## config.mk

```make
export PLATFORM = sky130hd
export DESIGN_NAME = indirect_control_access_port
export DESIGN_NICKNAME = d
export VERILOG_FILES = /design/src/shared/ctrl_port_pkg.sv /design/src/shared/addr_ptr_if.sv /design/src/addr_pointer.sv /design/src/indirect_control_access_port.sv
export SDC_FILE = /design/constraint.sdc
export NUM_CORES = 1
export LEC_CHECK = 0
export ABC_CLOCK_PERIOD_IN_PS = 5900
export CORE_MARGIN = 5
export CORE_UTILIZATION = 40
export CTS_CLUSTER_SIZE = 25
export DETAILED_ROUTE_END_ITERATION = 12
export DONT_BUFFER_PORTS = 1
export SKIP_CTS_REPAIR_TIMING = 1
export SLEW_MARGIN = 30
export SYNTH_ARGS = -nofsm -noshare
export SYNTH_HDL_FRONTEND = slang
export SYNTH_SLANG_ARGS = --single-unit
```

## constraint.sdc

```tcl
create_clock -name sys_clk -period 5.9 [get_ports sys_clk]
set_input_delay 0.295 -clock sys_clk [delete_from_list [all_inputs] [get_ports sys_clk]]
set_output_delay 0.295 -clock sys_clk [all_outputs]
set_load 0.01 [all_outputs]
```

## src/shared/ctrl_port_pkg.sv

```systemverilog
// Constants for the indirect control-access front end.
// Assumes one system clock; all host requests are synchronous to it.
package ctrl_port_pkg;
  // Widths of the external and internal sides
  localparam int SEL_W = 3;
  localparam int BYTE_W = 8;
  localparam int IADDR_W = 10;
  localparam int IDATA_W = 36;
  localparam int NIB_W = 4;
  // External select codes
  localparam logic [2:0] SEL_DATA0 = 3'h0;
  localparam logic [2:0] SEL_DATA4 = 3'h4;
  localparam logic [2:0] SEL_RSVD = 3'h5;
  localparam logic [2:0] SEL_LOW_ADDR = 3'h6;
  localparam logic [2:0] SEL_ADDR_MODE = 3'h7;
  // Address mode register fields
  localparam int AMR_HI_LSB = 0;
  localparam int AMR_RD_INC = 6;
  localparam int AMR_WR_INC = 7;
  localparam logic [7:0] AMR_KEEP_MASK = 8'hc3;
  // Internal locations watched by this block
  localparam logic [9:0] MODE_ADDR = 10'h300;
  localparam logic [9:0] TUNING_ADDR = 10'h303;
  localparam logic [9:0] CIC2_SCALE_ADDR = 10'h305;
  localparam logic [9:0] CIC5_SCALE_ADDR = 10'h307;
  localparam logic [9:0] OUT_CTRL_ADDR = 10'h309;
  localparam logic [9:0] FILTER_TOP_ADDR = 10'h1ff;
  // Mode control register fields and reset value
  localparam int MODE_IDLE_BIT = 0;
  localparam int MODE_MASTER_BIT = 3;
  localparam logic [7:0] MODE_RESET = 8'h01;
  // Scaling field widths, each step is one 6 dB shift
  localparam int GAIN_STEP_DB = 6;
  localparam int CIC2_SHIFT_W = 3;
  localparam int CIC5_SHIFT_W = 5;
  localparam int OUT_SHIFT_W = 3;
  // Reset pulse minimum, rounded up to whole clocks
  localparam int CLK_PERIOD_NS = 40;
  localparam int RESET_MIN_NS = 30;
  localparam int RESET_MIN_CYC = (RESET_MIN_NS + CLK_PERIOD_NS - 1) / CLK_PERIOD_NS;
endpackage

```

## src/shared/addr_ptr_if.sv

```systemverilog
// Carrier between the access front end and its address pointer.
// Assumes both ends sit on the same clock.
`timescale 1ns/10ps
`default_nettype none
interface addr_ptr_if;
  logic ld_low; // Load low address byte
  logic ld_mode; // Load address mode byte
  logic [7:0] ld_val; // Byte to load
  logic step_rd; // An internal read was issued
  logic step_wr; // An internal write was issued
  logic [9:0] addr; // Current internal address
  logic [7:0] mode_bits; // Address mode readback
  logic [7:0] low_bits; // Low address readback
  // Pointer side
  modport owner (input ld_low, ld_mode, ld_val, step_rd, step_wr,
    output addr, mode_bits, low_bits);
  // Front end side
  modport user (output ld_low, ld_mode, ld_val, step_rd, step_wr,
    input addr, mode_bits, low_bits);
endinterface
`default_nettype wire

```

## src/addr_pointer.sv

```systemverilog
// Internal address pointer: low address and address mode registers.
// Assumes the front end loads or steps it at most once per cycle.
`timescale 1ns/10ps
`default_nettype none
module addr_pointer
  import ctrl_port_pkg::*;
(
  // Clock and reset
  input wire logic sys_clk,
  input wire logic rst_b,
  // Front end link
  addr_ptr_if.owner ptr
);
  logic [7:0] low_addr_reg_ff; // Address bits 7:0
  logic [7:0] addr_mode_reg_ff; // Increment enables and address bits 9:8

  // Low byte: host load or auto-increment carry
  always_ff @(posedge sys_clk or negedge rst_b)
  begin
    if (!rst_b)
      low_addr_reg_ff <= 8'h00;
    else if (ptr.ld_low)
      low_addr_reg_ff <= ptr.ld_val;
    else if ((ptr.step_rd && addr_mode_reg_ff[AMR_RD_INC]) ||
             (ptr.step_wr && addr_mode_reg_ff[AMR_WR_INC]))
      low_addr_reg_ff <= low_addr_reg_ff + 8'h01;
  end

  // Mode byte: reserved bits stay zero, top address bits carry on wrap
  always_ff @(posedge sys_clk or negedge rst_b)
  begin
    if (!rst_b)
      addr_mode_reg_ff <= 8'h00;
    else if (ptr.ld_mode)
      addr_mode_reg_ff <= ptr.ld_val & AMR_KEEP_MASK;
    else if (((ptr.step_rd && addr_mode_reg_ff[AMR_RD_INC]) ||
              (ptr.step_wr && addr_mode_reg_ff[AMR_WR_INC])) && (low_addr_reg_ff == 8'hff))
      addr_mode_reg_ff[1:0] <= addr_mode_reg_ff[1:0] + 2'h1;
  end

  // Address persists until reloaded or stepped
  assign ptr.addr = {addr_mode_reg_ff[1:0], low_addr_reg_ff};
  assign ptr.mode_bits = addr_mode_reg_ff;
  assign ptr.low_bits = low_addr_reg_ff;
endmodule
`default_nettype wire

```

## src/indirect_control_access_port.sv

```systemverilog
// Indirect control-access front end: staged byte registers to a 10-bit space.
// Assumes host strobes and internal bus are synchronous to sys_clk;
// internal read data is valid one cycle after int_rd.
`timescale 1ns/10ps
`default_nettype none
// Notes on behaviour
// - Pin reset clears filter and oscillator accumulators
// - After reset, held idle with mode bit 0
// - Held idle: ignore input samples, no processing
// - Held idle: outputs inactive, sync pins input
// - First output sample after start is zero
// - Reset leaves data RAMs; host may zero them
// - Writing 0x300 bit 0 low starts processing
// - Listed registers may be rewritten while running
// - Scaling registers adjust gain in 6 dB steps
// - Tuning read as master pulses oscillator align
// - Three-bit select and eight-bit data access
// - Select codes map data, low address, mode
// - Ten-bit address from low and mode registers
// - Mode register: address bits, increment enables
// - Only low nibble of top data register used
// - Write of byte 0 pushes all data
// - Read of byte 0 fetches upper bytes
// - Increment setting: hold, reads, writes, both
// - Mode bit 3 selects sync master, outputs
module indirect_control_access_port
  import ctrl_port_pkg::*;
(
  // Clock and reset
  input wire logic sys_clk,
  input wire logic rst_b,
  // Host register port
  input wire logic host_wr,
  input wire logic host_rd,
  input wire logic [SEL_W-1:0] host_sel,
  input wire logic [BYTE_W-1:0] host_wdata,
  output logic [BYTE_W-1:0] host_rdata,
  output logic host_ack,
  output logic host_busy,
  // Internal register space
  output logic [IADDR_W-1:0] int_addr,
  output logic [IDATA_W-1:0] int_wdata,
  output logic int_wr,
  output logic int_rd,
  input wire logic [IDATA_W-1:0] int_rdata,
  // Datapath control
  input wire logic out_sample_stb,
  output logic acc_clear,
  output logic input_accept,
  output logic proc_run,
  output logic serial_out_en,
  output logic par_out_en,
  output logic zero_next_sample,
  output logic osc_align_pulse,
  // Sync pin, output side
  output logic sync_pin_out,
  output logic sync_pin_oe,
  // Gain shifts, one count per 6 dB
  output logic [CIC2_SHIFT_W-1:0] cic2_shift,
  output logic [CIC5_SHIFT_W-1:0] cic5_shift,
  output logic [OUT_SHIFT_W-1:0] out_shift
);
  // Access sequencer states
  typedef enum logic [1:0] {ST_READY, ST_RD_WAIT, ST_RD_LOAD} acc_state_t;

  acc_state_t st_ff; // Sequencer state
  logic [7:0] data_byte_ff [4]; // Data byte registers 0..3
  logic [NIB_W-1:0] data_top_nibble_reg_ff; // Data register 4, low nibble only
  logic [7:0] mode_ctrl_ff; // Mode control register at 0x300
  logic [BYTE_W-1:0] host_rdata_ff; // Host read return
  logic host_ack_ff; // Host answer pulse
  logic host_busy_ff; // Byte 0 read in progress
  logic [IADDR_W-1:0] int_addr_ff; // Latched internal address
  logic [IDATA_W-1:0] int_wdata_ff; // Pushed data word
  logic int_wr_ff; // Internal write pulse
  logic int_rd_ff; // Internal read pulse
  logic acc_clear_ff; // Accumulator clear
  logic input_accept_ff; // Input port open
  logic proc_run_ff; // Processing running
  logic serial_out_en_ff; // Serial output active
  logic par_out_en_ff; // Parallel output active
  logic zero_next_ff; // Force next sample to zero
  logic osc_align_ff; // Oscillator align pulse
  logic sync_oe_ff; // Sync pin driven
  logic [CIC2_SHIFT_W-1:0] cic2_shift_ff; // Shadow of 0x305 shift
  logic [CIC5_SHIFT_W-1:0] cic5_shift_ff; // Shadow of 0x307 shift
  logic [OUT_SHIFT_W-1:0] out_shift_ff; // Shadow of 0x309 shift
  logic take_wr; // Write taken this cycle
  logic take_rd; // Read taken this cycle
  logic push_wr; // Byte 0 write pushes a word
  logic fetch_rd; // Byte 0 read fetches a word
  logic [IDATA_W-1:0] staged_word; // Staged data as one word
  logic [IDATA_W-1:0] fetched_word; // Read return, local or internal
  logic held_idle; // Mode bit 0

  addr_ptr_if ptr (); // Address pointer link

  // Address pointer instance
  addr_pointer u_ptr (
    .sys_clk (sys_clk),
    .rst_b (rst_b),
    .ptr (ptr)
  );

  // Requests are taken only while ready; write wins a tie
  assign take_wr = (st_ff == ST_READY) && host_wr;
  assign take_rd = (st_ff == ST_READY) && host_rd && !host_wr;
  assign push_wr = take_wr && (host_sel == SEL_DATA0);
  assign fetch_rd = take_rd && (host_sel == SEL_DATA0);
  assign held_idle = mode_ctrl_ff[MODE_IDLE_BIT];
  assign staged_word = {data_top_nibble_reg_ff, data_byte_ff[3], data_byte_ff[2],
                        data_byte_ff[1], host_wdata};
  // Mode register is held here, the rest comes from the internal space
  assign fetched_word = (int_addr_ff == MODE_ADDR) ? {28'h0000000, mode_ctrl_ff} : int_rdata;

  // Pointer loads and steps
  assign ptr.ld_low = take_wr && (host_sel == SEL_LOW_ADDR);
  assign ptr.ld_mode = take_wr && (host_sel == SEL_ADDR_MODE);
  assign ptr.ld_val = host_wdata;
  assign ptr.step_wr = push_wr;
  assign ptr.step_rd = fetch_rd;

  // Access sequencer: a byte 0 read waits for internal data
  always_ff @(posedge sys_clk or negedge rst_b)
  begin
    if (!rst_b)
      st_ff <= ST_READY;
    else
    begin
      unique case (st_ff)
        ST_READY:
        begin
          if (fetch_rd)
            st_ff <= ST_RD_WAIT;
        end
        ST_RD_WAIT:
          st_ff <= ST_RD_LOAD;
        ST_RD_LOAD:
          st_ff <= ST_READY;
      endcase
    end
  end

  // Data byte registers 0..3, written by host or loaded by a fetch
  for (genvar gi = 0; gi < 4; gi++)
  begin : g_byte
    always_ff @(posedge sys_clk or negedge rst_b)
    begin
      if (!rst_b)
        data_byte_ff[gi] <= 8'h00;
      else if (st_ff == ST_RD_LOAD)
        data_byte_ff[gi] <= fetched_word[gi*8 +: 8];
      else if (take_wr && (host_sel == SEL_W'(gi)))
        data_byte_ff[gi] <= host_wdata;
    end
  end

  // Data register 4 keeps only its low nibble
  always_ff @(posedge sys_clk or negedge rst_b)
  begin
    if (!rst_b)
      data_top_nibble_reg_ff <= 4'h0;
    else if (st_ff == ST_RD_LOAD)
      data_top_nibble_reg_ff <= fetched_word[IDATA_W-1 -: NIB_W];
    else if (take_wr && (host_sel == SEL_DATA4))
      data_top_nibble_reg_ff <= host_wdata[NIB_W-1:0];
  end

  // Host read return and answer; reserved code reads zero
  always_ff @(posedge sys_clk or negedge rst_b)
  begin
    if (!rst_b)
    begin
      host_rdata_ff <= 8'h00;
      host_ack_ff <= 1'b0;
    end
    else if (st_ff == ST_RD_LOAD)
    begin
      host_rdata_ff <= fetched_word[7:0];
      host_ack_ff <= 1'b1;
    end
    else if (take_rd && !fetch_rd)
    begin
      host_ack_ff <= 1'b1;
      unique case (host_sel)
        SEL_DATA4: host_rdata_ff <= {4'h0, data_top_nibble_reg_ff};
        SEL_RSVD: host_rdata_ff <= 8'h00;
        SEL_LOW_ADDR: host_rdata_ff <= ptr.low_bits;
        SEL_ADDR_MODE: host_rdata_ff <= ptr.mode_bits;
        default: host_rdata_ff <= data_byte_ff[host_sel[1:0]];
      endcase
    end
    else
      host_ack_ff <= take_wr;
  end

  // Internal access pulses with address taken from the pointer
  always_ff @(posedge sys_clk or negedge rst_b)
  begin
    if (!rst_b)
    begin
      int_addr_ff <= 10'h000;
      int_wdata_ff <= 36'h000000000;
      int_wr_ff <= 1'b0;
      int_rd_ff <= 1'b0;
      host_busy_ff <= 1'b0;
    end
    else
    begin
      host_busy_ff <= fetch_rd || (st_ff == ST_RD_WAIT);
      int_wr_ff <= push_wr;
      int_rd_ff <= fetch_rd;
      if (push_wr || fetch_rd)
        int_addr_ff <= ptr.addr;
      if (push_wr)
        int_wdata_ff <= staged_word;
    end
  end

  // Mode control: resets into held idle; any write is taken as is
  always_ff @(posedge sys_clk or negedge rst_b)
  begin
    if (!rst_b)
      mode_ctrl_ff <= MODE_RESET;
    else if (push_wr && (ptr.addr == MODE_ADDR))
      mode_ctrl_ff <= host_wdata;
  end

  // Gain shadows, writable while running like other dynamic registers
  always_ff @(posedge sys_clk or negedge rst_b)
  begin
    if (!rst_b)
    begin
      cic2_shift_ff <= 3'h0;
      cic5_shift_ff <= 5'h00;
      out_shift_ff <= 3'h0;
    end
    else if (push_wr)
    begin
      unique case (ptr.addr)
        CIC2_SCALE_ADDR: cic2_shift_ff <= host_wdata[CIC2_SHIFT_W-1:0];
        CIC5_SCALE_ADDR: cic5_shift_ff <= host_wdata[CIC5_SHIFT_W-1:0];
        OUT_CTRL_ADDR: out_shift_ff <= host_wdata[OUT_SHIFT_W-1:0];
        default: ;
      endcase
    end
  end

  // Accumulator clear held through reset, dropped on first edge
  always_ff @(posedge sys_clk or negedge rst_b)
  begin
    if (!rst_b)
      acc_clear_ff <= 1'b1;
    else
      acc_clear_ff <= 1'b0;
  end

  // Datapath gates follow the idle bit; ports quiet while idle
  always_ff @(posedge sys_clk or negedge rst_b)
  begin
    if (!rst_b)
    begin
      input_accept_ff <= 1'b0;
      proc_run_ff <= 1'b0;
      serial_out_en_ff <= 1'b0;
      par_out_en_ff <= 1'b0;
      sync_oe_ff <= 1'b0;
    end
    else
    begin
      input_accept_ff <= !held_idle;
      proc_run_ff <= !held_idle;
      serial_out_en_ff <= !held_idle;
      par_out_en_ff <= !held_idle;
      sync_oe_ff <= !held_idle && mode_ctrl_ff[MODE_MASTER_BIT];
    end
  end

  // First sample after leaving idle is forced to zero
  always_ff @(posedge sys_clk or negedge rst_b)
  begin
    if (!rst_b)
      zero_next_ff <= 1'b1;
    else if (held_idle)
      zero_next_ff <= 1'b1;
    else if (out_sample_stb)
      zero_next_ff <= 1'b0;
  end

  // Tuning read as master realigns the oscillator; as slave it does not
  always_ff @(posedge sys_clk or negedge rst_b)
  begin
    if (!rst_b)
      osc_align_ff <= 1'b0;
    else
      osc_align_ff <= (st_ff == ST_RD_WAIT) && (int_addr_ff == TUNING_ADDR) &&
                      mode_ctrl_ff[MODE_MASTER_BIT];
  end

  // Outputs straight from flip-flops
  assign host_rdata = host_rdata_ff;
  assign host_ack = host_ack_ff;
  assign host_busy = host_busy_ff;
  assign int_addr = int_addr_ff;
  assign int_wdata = int_wdata_ff;
  assign int_wr = int_wr_ff;
  assign int_rd = int_rd_ff;
  assign acc_clear = acc_clear_ff;
  assign input_accept = input_accept_ff;
  assign proc_run = proc_run_ff;
  assign serial_out_en = serial_out_en_ff;
  assign par_out_en = par_out_en_ff;
  assign zero_next_sample = zero_next_ff;
  assign osc_align_pulse = osc_align_ff;
  assign sync_pin_out = osc_align_ff;
  assign sync_pin_oe = sync_oe_ff;
  assign cic2_shift = cic2_shift_ff;
  assign cic5_shift = cic5_shift_ff;
  assign out_shift = out_shift_ff;
endmodule
`default_nettype wire

```

==> results_dict.tcl, run 1 <==
set metrics [dict create \
    boundaryPins 130 \
    violations "negative hold slack" \
    fillers 1364 \
    regArea_um2 3157 \
    worstMarginPinSlew_ns 0.9628 \
    synthToLayoutAreaGrowth_pct 13.70 \
    end_kind "flop" \
    busiest_layer "met2" \
    vias 4297 \
    numCtsBuffers 17 \
    drt_iter0_markers 372 \
    p_int_mw 2.171 \
    p_comb_frac 0.205 \
    grtUsageMet2 0.3039 \
    async_reset_ff_frac 1.000 \
    synth_seq_area_share 0.5358 \
    hold_path_class "in2reg" \
    dieWidth_um 131.4 \
    r2r-start "st_ff[0]" \
    status "finished with violations" \
    wl_per_cell_um 22.07 \
    multi_input_area_um2 2544 \
    die_area_um2 17260 \
    setup_violations 0 \
    p_clk_frac 0.309 \
    antenna_left 0 \
    fmax_mhz 356.9 \
    pre_cts_slack_ns 3.051 \
    cts_tree "yes" \
    rsz0062_at_grt "no" \
    sw_frac_of_total 0.3566 \
    htree_num_levels 4 \
    switching_power_mw 1.203 \
    cp_max_fo 40 \
    placed_area_um2 5987 \
    slew-limit-headroom 0.3416 \
    crit_start "st_ff[0]" \
    grt_max_degree 127 \
    syn_area_per_cell_um2 10.37 \
    timing.final.crit_share 0.4749 \
    startpoint_type "flop" \
    synth_area_um2 5892 \
    use_met3 0.05849 \
    die_h_um 131.4 \
    drive_gt1_frac 0.1441 \
    grt_overflow_total 0 \
    nets 622 \
    ys_warn_count 0 \
    p_per_area_nw_per_um2 503.7 \
    ir_drop_uv 207.1 \
    seqPwrFrac 0.486 \
    root_buffer "clkbuf_16" \
    path_class "reg2reg" \
    cts_buffer_depth 2 \
    setup_slack_ns 3.098 \
    grt_pass1_wl_um 26180 \
    maxCapViolations 0 \
    synth_cell_types 49 \
    drc 0 \
    drtPass1Iterations 4 \
    clock_latency_ns 0.42 \
    vias_per_cell 5.654 \
    cp_num_cells 6 \
    r2r_slack_ns 3.10 \
    rows 44 \
    synthesis.nets 627 \
    antenna_cells 0 \
    first_global_vias 4333 \
    post-route-util 0.4627 \
    reg2reg_to "data_byte_ff[24]" \
    maxSlewViolCount 0 \
    cp_top_family "buffers and inverters" \
    cp.required_ns 6.24 \
    synth-seq-cells 126 \
    io_buffers 0 \
    p_leak_nw 3.078 \
    synth_edf_count 0 \
    rr_worst_depth 6 \
    wirelength_um 16780 \
    use_met1 0.2539 \
    setup-tns-final_ns 0 \
    gp_congestion 0.8536 \
    finalHoldViolCount 10 \
    cp_num_buf_inv 2 \
    synth_flop_cell "dfrtp_1" \
    synthCells 568 \
    cts_sinks 126 \
    coreArea_um2 14480 \
    final_area_um2 6699 \
    crit_path_max_incr_delay_ns 0.84 \
    clkTransAtPathRegs_ns 0.06 \
    crit_end "data_byte_ff[24]" \
    hpwl_um 11460 \
    period_minus_slack_ns 2.802 \
    cp_cell_sequence "inv_1 -> ha_1 -> nand3_2 -> inv_2 -> nand2_1 -> a22oi_1" \
    cp_slowest_cell "inv_2" \
    initial_core_util 0.4069 \
    dpl.cell_count 718 \
    grt_antenna_before_repair 0 \
    hold_slack_ns -0.009477 \
    grt_usage 0.1941 \
    finalNonFillerCells 760 \
    critPathArrivalTime_ns 3.14 \
    worst_clock_skew_ns 0.009428 \
]
## worst reg2reg max path, stage by stage (launching register included)
cell and delay [ns]:
dfrtp_1 0.40, inv_1 0.09, ha_1 0.31, nand3_2 0.70, inv_2 0.84, nand2_1 0.19, a22oi_1 0.18
## worst min path at each step
stage,slack [ns],depth (start not counted),start,end
global placement,0.006,0,rst_b,int_wdata[5]
finish,-0.009,2,host_wdata[4],int_wdata[4]
detailed placement,0.006,0,rst_b,int_wdata[4]
floorplan,-0.0006,0,rst_b,cic2_shift[0]
CTS,-0.44,0,rst_b,int_wdata[9]
global route,0.001,2,int_rdata[19],data_byte_ff[11]
## power by group through the flow
stage / clock [mW] / combinational [mW] / sequential, mW
global placement: 0 / 0.640 / 1.65
finish: 1.04 / 0.693 / 1.64
CTS: 1.06 / 0.673 / 1.64
global route: 1.10 / 0.800 / 1.68
floorplan: 0 / 0.565 / 1.50
detailed placement: 0 / 0.669 / 1.66
## cells in the mapped netlist, drive strengths merged, types with 2 or more instances
library cell / n / share of area
nand4: 4 / 0.0042
nor2b: 2 / 0.0021
and2: 2 / 0.0021
dfrtp: 123 / 0.52
xnor2: 7 / 0.010
a2111oi: 6 / 0.010
nor3b: 4 / 0.0051
ha: 7 / 0.015
nand3b: 4 / 0.0051
nand3: 7 / 0.0059
nand4b: 2 / 0.0040
o21ai: 44 / 0.037
buf: 15 / 0.015
inv: 8 / 0.0051
a22oi: 6 / 0.0076
dfstp: 3 / 0.013
a221o: 2 / 0.0034
mux2i: 52 / 0.088
nor4: 2 / 0.0047
o211ai: 2 / 0.0025
a21oi: 9 / 0.0083
mux2: 33 / 0.063
nand2b: 3 / 0.0032
nand2: 150 / 0.096
nor3: 9 / 0.0085
clkbuf: 22 / 0.014
nor2: 13 / 0.0083
o32ai: 2 / 0.0030
a211oi: 11 / 0.014
or3: 2 / 0.0021
nor4bb: 2 / 0.0034
o22ai: 2 / 0.0021
## registers in the layout (all words and copies together) (netlist names), 3 cells and up
name / cells
cic5_shift: 5
out_shift: 3
data_top_nibble_reg_ff: 4
host_rdata: 8
cic2_shift: 3
u_ptr.ptr.low_bits: 8
int_wdata: 36
data_byte_ff: 26
mode_ctrl_ff: 8
u_ptr.ptr.mode_bits: 4
int_addr: 10
## area by class of cell
cell class / count / share of cell area
flip-flops and latches: 126 / 0.4712
multi-input cells: 396 / 0.3797
clock inverters: 11 / 0.01700
repair buffers: 13 / 0.02092
clock buffers: 21 / 0.07172
inverters: 9 / 0.005043
well taps: 184 / 0.03437
## kinds of logic after synthesis
group	after synthesis	synth area share
mux	85	0.1514
fa+ha+maj	7	0.01486
xor+xnor	7	0.01041
other cells	1	0.0006365
simple gates	211	0.1631
compound gates	85	0.08940
buf+inv	46	0.03440
flops	126	0.5358
## metal layers
layer  wire, µm  vias to the layer above
met5          0                        -
met2       8121                      139
met4        344                        0
met3       1120                       28
met1       7190                     2168
li1           -                     1962
## cells in the final DEF, fill, tap and decap left out, drive strengths merged, types with 3 or more instances in the layout
cell type    Yosys  final
nand2          150    150
dfrtp          123    123
mux2i           52     52
o21ai           44     44
mux2            33     33
clkbuf          22     21
nor2            13     13
a211oi          11     11
dlygate4sd3      0      9
nor3             9      9
a21oi            9      9
inv              8      8
clkinv           1      8
xnor2            7      7
ha               7      7
nand3            7      7
a22oi            6      6
a2111oi          6      6
nand3b           4      4
nand4            4      4
nor3b            4      4
buf             15      4
nand2b           3      3
dfstp            3      3
## per-stage QoR
stage               total power, mW  hold WS [ns]
floorplan                     2.062    -0.0005911
global placement              2.287      0.005998
detailed placement            2.325      0.006110
CTS                           3.376       -0.4411
global route                  3.585      0.001062
finish                        3.374     -0.009477
Note: power is estimated with default switching activity, not from simulation.
==> inputs of run 2 (changes only) <==
--- a/config.mk
+++ b/config.mk
@@ -5,7 +5,7 @@
 export SDC_FILE = /design/constraint.sdc
 export NUM_CORES = 1
 export LEC_CHECK = 0
-export ABC_CLOCK_PERIOD_IN_PS = 5900
+export ABC_CLOCK_PERIOD_IN_PS = 2750
 export CORE_MARGIN = 5
 export CORE_UTILIZATION = 40
 export CTS_CLUSTER_SIZE = 25
==> constraint.sdc (replaced) <==
create_clock -name sys_clk -period 2.75 [get_ports sys_clk]
set_input_delay 0.1375 -clock sys_clk [delete_from_list [all_inputs] [get_ports sys_clk]]
set_output_delay 0.1375 -clock sys_clk [all_outputs]
set_load 0.01 [all_outputs]
==> results_dict.tcl, run 2 (synthesized netlist as in run 1, its figures left out) <==
set metrics [dict create \
    ir_drop_uv 441.6 \
    cp.required_ns 3.11 \
    startpoint_type "flop" \
    io_buffers 0 \
    setup_violations 0 \
    slew-limit-headroom 0.3470 \
    root_buffer "clkbuf_16" \
    first_global_vias 4240 \
    grt_usage 0.1901 \
    wirelength_um 16850 \
    vias 4473 \
    p_leak_nw 3.237 \
    hold_path_class "in2async" \
    violations "negative hold slack" \
    clkTransAtPathRegs_ns 0.06 \
    busiest_layer "met2" \
    nets 662 \
    hold_slack_ns -0.5849 \
    final_cell_mix "nand2_1, dfrtp_1, mux2i_1" \
    timing.final.crit_share 0.9289 \
    drtPass1Iterations 5 \
    largest_reg_flops 36 \
    vias_per_cell 5.584 \
    grtUsageMet2 0.2971 \
    finalHoldViolCount 127 \
    drt_iter0_markers 381 \
    boundaryPins 130 \
    path_class "reg2reg" \
    critPathArrivalTime_ns 2.91 \
    coreArea_um2 14480 \
    use_met3 0.06154 \
    drive_gt1_frac 0.1380 \
    htree_num_levels 4 \
    rsz0062_at_grt "no" \
    die_area_um2 17260 \
    grt_max_degree 127 \
    rows 44 \
    dieWidth_um 131.4 \
    period_minus_slack_ns 2.555 \
    cts_buffer_depth 2 \
    maxSlewViolCount 0 \
    grt_antenna_before_repair 2 \
    numCtsBuffers 17 \
    worstMarginPinSlew_ns 0.9547 \
    cp_max_fo 8 \
    drc 0 \
    setup-tns-final_ns 0 \
    worst_clock_skew_ns 0.008553 \
    antenna_left 0 \
    fmax_mhz 391.5 \
    use_met1 0.2480 \
    p_per_area_nw_per_um2 1039 \
    synthToLayoutAreaGrowth_pct 20.30 \
    clock_latency_ns 0.42 \
    post-route-util 0.4895 \
    layout_commonest_cell "nand2_1" \
    wl_per_cell_um 21.03 \
    initial_core_util 0.4069 \
    cts_sinks 126 \
    grt_pass1_wl_um 25630 \
    gp_congestion 0.8560 \
    hpwl_um 11510 \
    end_kind "flop" \
    status "finished with violations" \
    die_h_um 131.4 \
    maxCapViolations 0 \
    cts_tree "yes" \
    grt_overflow_total 0 \
]
## run 2: cell type report
class,count,area (µm²)
repair buffers,53,510.5
well taps,184,230.2
diodes,1,2.502
inverters,9,33.78
clock inverters,10,136.4
multi-input cells,396,2544
clock buffers,22,474.2
fillers,1357,7391
flip-flops and latches,126,3157
## run 2: power by group
group,internal (mW),switching (mW)
registers,2.59,0.911
clock network,1.49,0.818
logic,0.722,0.837
total,4.80,2.57
## run 2: stage by stage
| stage | worst slack (ns) | power, mW | hold slack (ns) | std cells | instance area (µm²) |
|---|---|---|---|---|---|
| finish | 0.1955 | 7.366 | -0.5849 | 801 | 7088 |
| global route | 0.08981 | 7.802 | -0.6054 | 801 | 7088 |
| detailed placement | 0.3979 | 4.984 | -0.1515 | 723 | 6025 |
| floorplan | 0.3810 | 4.425 | -0.1581 | 568 | 5892 |
| CTS | 0.3841 | 7.306 | -0.6017 | 755 | 6635 |
| global placement | 0.4400 | 4.905 | -0.1533 | 723 | 6025 |
## run 2: final timing paths
path	start	endpoint	slack (ns)	depth (start not counted)
setup / recovery	st_ff[1]	host_rdata[6]	0.20	8
hold / removal	rst_b	int_wr	-0.58	0
setup reg to reg	st_ff[1]	host_rdata[6]	0.20	8
hold reg to reg	mode_ctrl_ff[0]	par_out_en	0.47	1
max in group asynchronous	rst_b	acc_clear	3.08	0
min in group sys_clk	host_wdata[6]	data_byte_ff[14]	-0.02	2
## run 2: worst max-delay path, stage by stage, from the launching register on
cell	delay (ns)
dfrtp_1	0.38
inv_1	0.10
ha_1	0.18
buf_4	0.15
nand3b_1	0.22
nor2_1	0.61
o32ai_1	0.15
a21oi_1	0.14
dlygate4sd3_1	0.56
## run 2: per-layer routing
layer	wire [µm]	share of wire	vias up
met3	1183	0.070	24
met4	384	0.023	2
met2	8021	0.48	166
li1	-	-	2036
met5	13	0.00077	-
met1	7244	0.43	2245
==> inputs of run 3 (changes only) <==
--- a/config.mk
+++ b/config.mk
@@ -5,12 +5,14 @@
 export SDC_FILE = /design/constraint.sdc
 export NUM_CORES = 1
 export LEC_CHECK = 0
-export ABC_CLOCK_PERIOD_IN_PS = 2750
+export ABC_AREA = 1
+export ABC_CLOCK_PERIOD_IN_PS = 2800
 export CORE_MARGIN = 5
 export CORE_UTILIZATION = 40
 export CTS_CLUSTER_SIZE = 25
 export DETAILED_ROUTE_END_ITERATION = 12
 export DONT_BUFFER_PORTS = 1
+export SETUP_SLACK_MARGIN = 0.02
 export SKIP_CTS_REPAIR_TIMING = 1
 export SLEW_MARGIN = 30
 export SYNTH_ARGS = -nofsm -noshare
==> constraint.sdc (replaced) <==
create_clock -name sys_clk -period 2.8 [get_ports sys_clk]
set_input_delay 0.14 -clock sys_clk [delete_from_list [all_inputs] [get_ports sys_clk]]
set_output_delay 0.14 -clock sys_clk [all_outputs]
set_load 0.01 [all_outputs]
==> results_dict.tcl, run 3 <==
set metrics [dict create \
    synth_edf_count 0 \
    fmax_mhz 446.5 \
    critPathArrivalTime_ns 2.60 \
    antenna_left 0 \
    maxSlewViolCount 0 \
    reg2reg_to "u_ptr.ptr.mode_bits[0]" \
    die_h_um 134.2 \
    synth_area_um2 6172 \
    drc 0 \
    path_class "reg2reg" \
    rr_worst_depth 11 \
    vias_per_cell 5.266 \
    hold_path_class "in2async" \
    synth_seq_area_share 0.5196 \
    setup-tns-final_ns 0 \
    initial_core_util 0.4075 \
    hold_slack_ns -0.5810 \
    crit_end "u_ptr.ptr.mode_bits[0]" \
    layout_commonest_cell "nand2_1" \
    drive_gt1_frac 0.08603 \
    hpwl_um 12870 \
    synth_area_leader_cell "dfrtp_1" \
    synth_most_common_cell "nand2_1" \
    numCtsBuffers 17 \
    wl_per_cell_um 18.42 \
    clock_latency_ns 0.42 \
    startpoint_type "flop" \
    cts_tree "yes" \
    drt_iter0_markers 489 \
    ys_warn_count 0 \
    crit_start "st_ff[1]" \
    r2r-start "st_ff[1]" \
    synthesis.nets 817 \
    pre_cts_slack_ns 0.6786 \
    syn_area_per_cell_um2 8.143 \
    coreArea_um2 15150 \
    end_kind "flop" \
    gp_congestion 0.8697 \
    worst_clock_skew_ns 0.006865 \
    setup_violations 0 \
    async_reset_ff_frac 1.000 \
    cts_buffer_depth 2 \
    synth-seq-cells 128 \
    drtPass1Iterations 5 \
    io_buffers 0 \
    grt_antenna_before_repair 0 \
    status "finished with violations" \
    grt_overflow_total 0 \
    rsz0062_at_grt "no" \
    root_buffer "clkbuf_16" \
    grt_usage 0.2026 \
    finalHoldViolCount 130 \
    final_cell_mix "nand2_1, dfrtp_1, nor2_1" \
    synth_flop_cell "dfrtp_1" \
    dieWidth_um 134.2 \
    clkTransAtPathRegs_ns 0.06 \
    fillers 1431 \
    synthCells 758 \
    cp.required_ns 3.16 \
    violations "negative hold slack" \
    period_minus_slack_ns 2.240 \
    p_per_area_nw_per_um2 1071 \
    setup_slack_ns 0.5603 \
    first_global_vias 5014 \
    synth_common_cells "nand2_1, dfrtp_1, nor2_1" \
    p_total_mw 7.844 \
    maxCapViolations 0 \
    nets 849 \
    synthToLayoutAreaGrowth_pct 18.61 \
    largest_reg_flops 36 \
    worstMarginPinSlew_ns 0.6994 \
    timing.final.crit_share 0.7999 \
    die_area_um2 18020 \
    grt_max_degree 129 \
    antenna_cells 0 \
    p_leak_nw 3.568 \
    yosysTopAreaCellShare 0.5068 \
    boundaryPins 130 \
    vias 5213 \
    wirelength_um 18240 \
    r2r_slack_ns 0.56 \
    rows 45 \
    grt_pass1_wl_um 27880 \
    multi_input_area_um2 2564 \
    synth_cell_types 34 \
    cp_max_fo 10 \
    htree_num_levels 4 \
    slew-limit-headroom 0.5321 \
    regArea_um2 3207 \
    synth_area_leaders "dfrtp_1, nand2_1, nand3_1" \
    cts_sinks 128 \
    ir_drop_uv 435.0 \
]
[run 3: changes by cell type after synthesis, sizes merged, moves of 6 or more]
cell,before,now
mux2,33,0
xnor2,7,0
a21oi,9,18
a31oi,1,28
a211oi,11,0
nor2,13,84
nand2,150,260
a22oi,6,0
inv,8,63
mux2i,52,1
a2111oi,6,0
nand3,7,74
clkbuf,22,12
[run 3: kinds of logic after synthesis]
| kind of cell | after synthesis | synth area share |
|---|---|---|
| buf+inv | 93 | 0.06507 |
| xor+xnor | 4 | 0.005675 |
| simple gates | 430 | 0.3087 |
| compound gates | 94 | 0.08453 |
| flops | 128 | 0.5196 |
| fa+ha+maj | 7 | 0.01419 |
| other cells | 1 | 0.0006076 |
| mux | 1 | 0.001622 |
[run 3: power by group]
group / total, mW / switching (mW) / internal [mW]
Combinational: 1.92 / 1.20 / 0.712
Clock: 2.45 / 0.807 / 1.64
Sequential: 3.48 / 0.899 / 2.58
[run 3: worst max-delay path: stages, from the launching register on]
cell and delay, ns:
dfrtp_1 0.38, inv_1 0.10, ha_1 0.26, nand3_1 0.10
dlygate4sd3_1 0.60, nor2_4 0.16, nand2_1 0.10, nand2_4 0.16
nand3_2 0.11, nand2_1 0.10, nand2_1 0.06, nand2_1 0.05
[run 3: final cells by class]
type | count | area share
well taps | 188 | 0.03213
repair buffers | 43 | 0.05811
clock buffers | 21 | 0.06426
flip-flops and latches | 128 | 0.4380
inverters | 63 | 0.03230
multi-input cells | 537 | 0.3502
clock inverters | 10 | 0.02495
[run 3: layer usage]
| layer | vias up | track usage | part of all wire |
|---|---|---|---|
| met2 | 206 | 0.3036 | 0.46 |
| met1 | 2474 | 0.2688 | 0.44 |
| li1 | 2497 | - | - |
| met4 | 0 | 0.08201 | 0.025 |
| met3 | 36 | 0.07089 | 0.082 |
| met5 | - | 0 | 0 |
[run 3: stage by stage]
stage | cell area [µm²] | hold WS (ns) | std cells | utilization
after global routing | 7321 | -0.5974 | 990 | 0.4834
after detailed placement | 6257 | -0.1508 | 918 | 0.4131
after floorplan | 6172 | -0.1556 | 758 | -
after CTS | 6910 | -0.5992 | 949 | 0.4563
after global placement | 6257 | -0.1506 | 918 | 0.4131
final | 7321 | -0.5810 | 990 | 0.4834
[run 3: worst min path at each step]
stage	to	slack, ns	cells past startpoint
3_3_place_gp	out_shift[2]	-0.15	0
6_report	out_shift[2]	-0.58	0
5_1_grt	cic2_shift[2]	-0.60	0
2_1_floorplan	cic2_shift[0]	-0.16	0
4_1_cts	cic2_shift[2]	-0.60	0
3_5_place_dp	out_shift[0]	-0.15	0
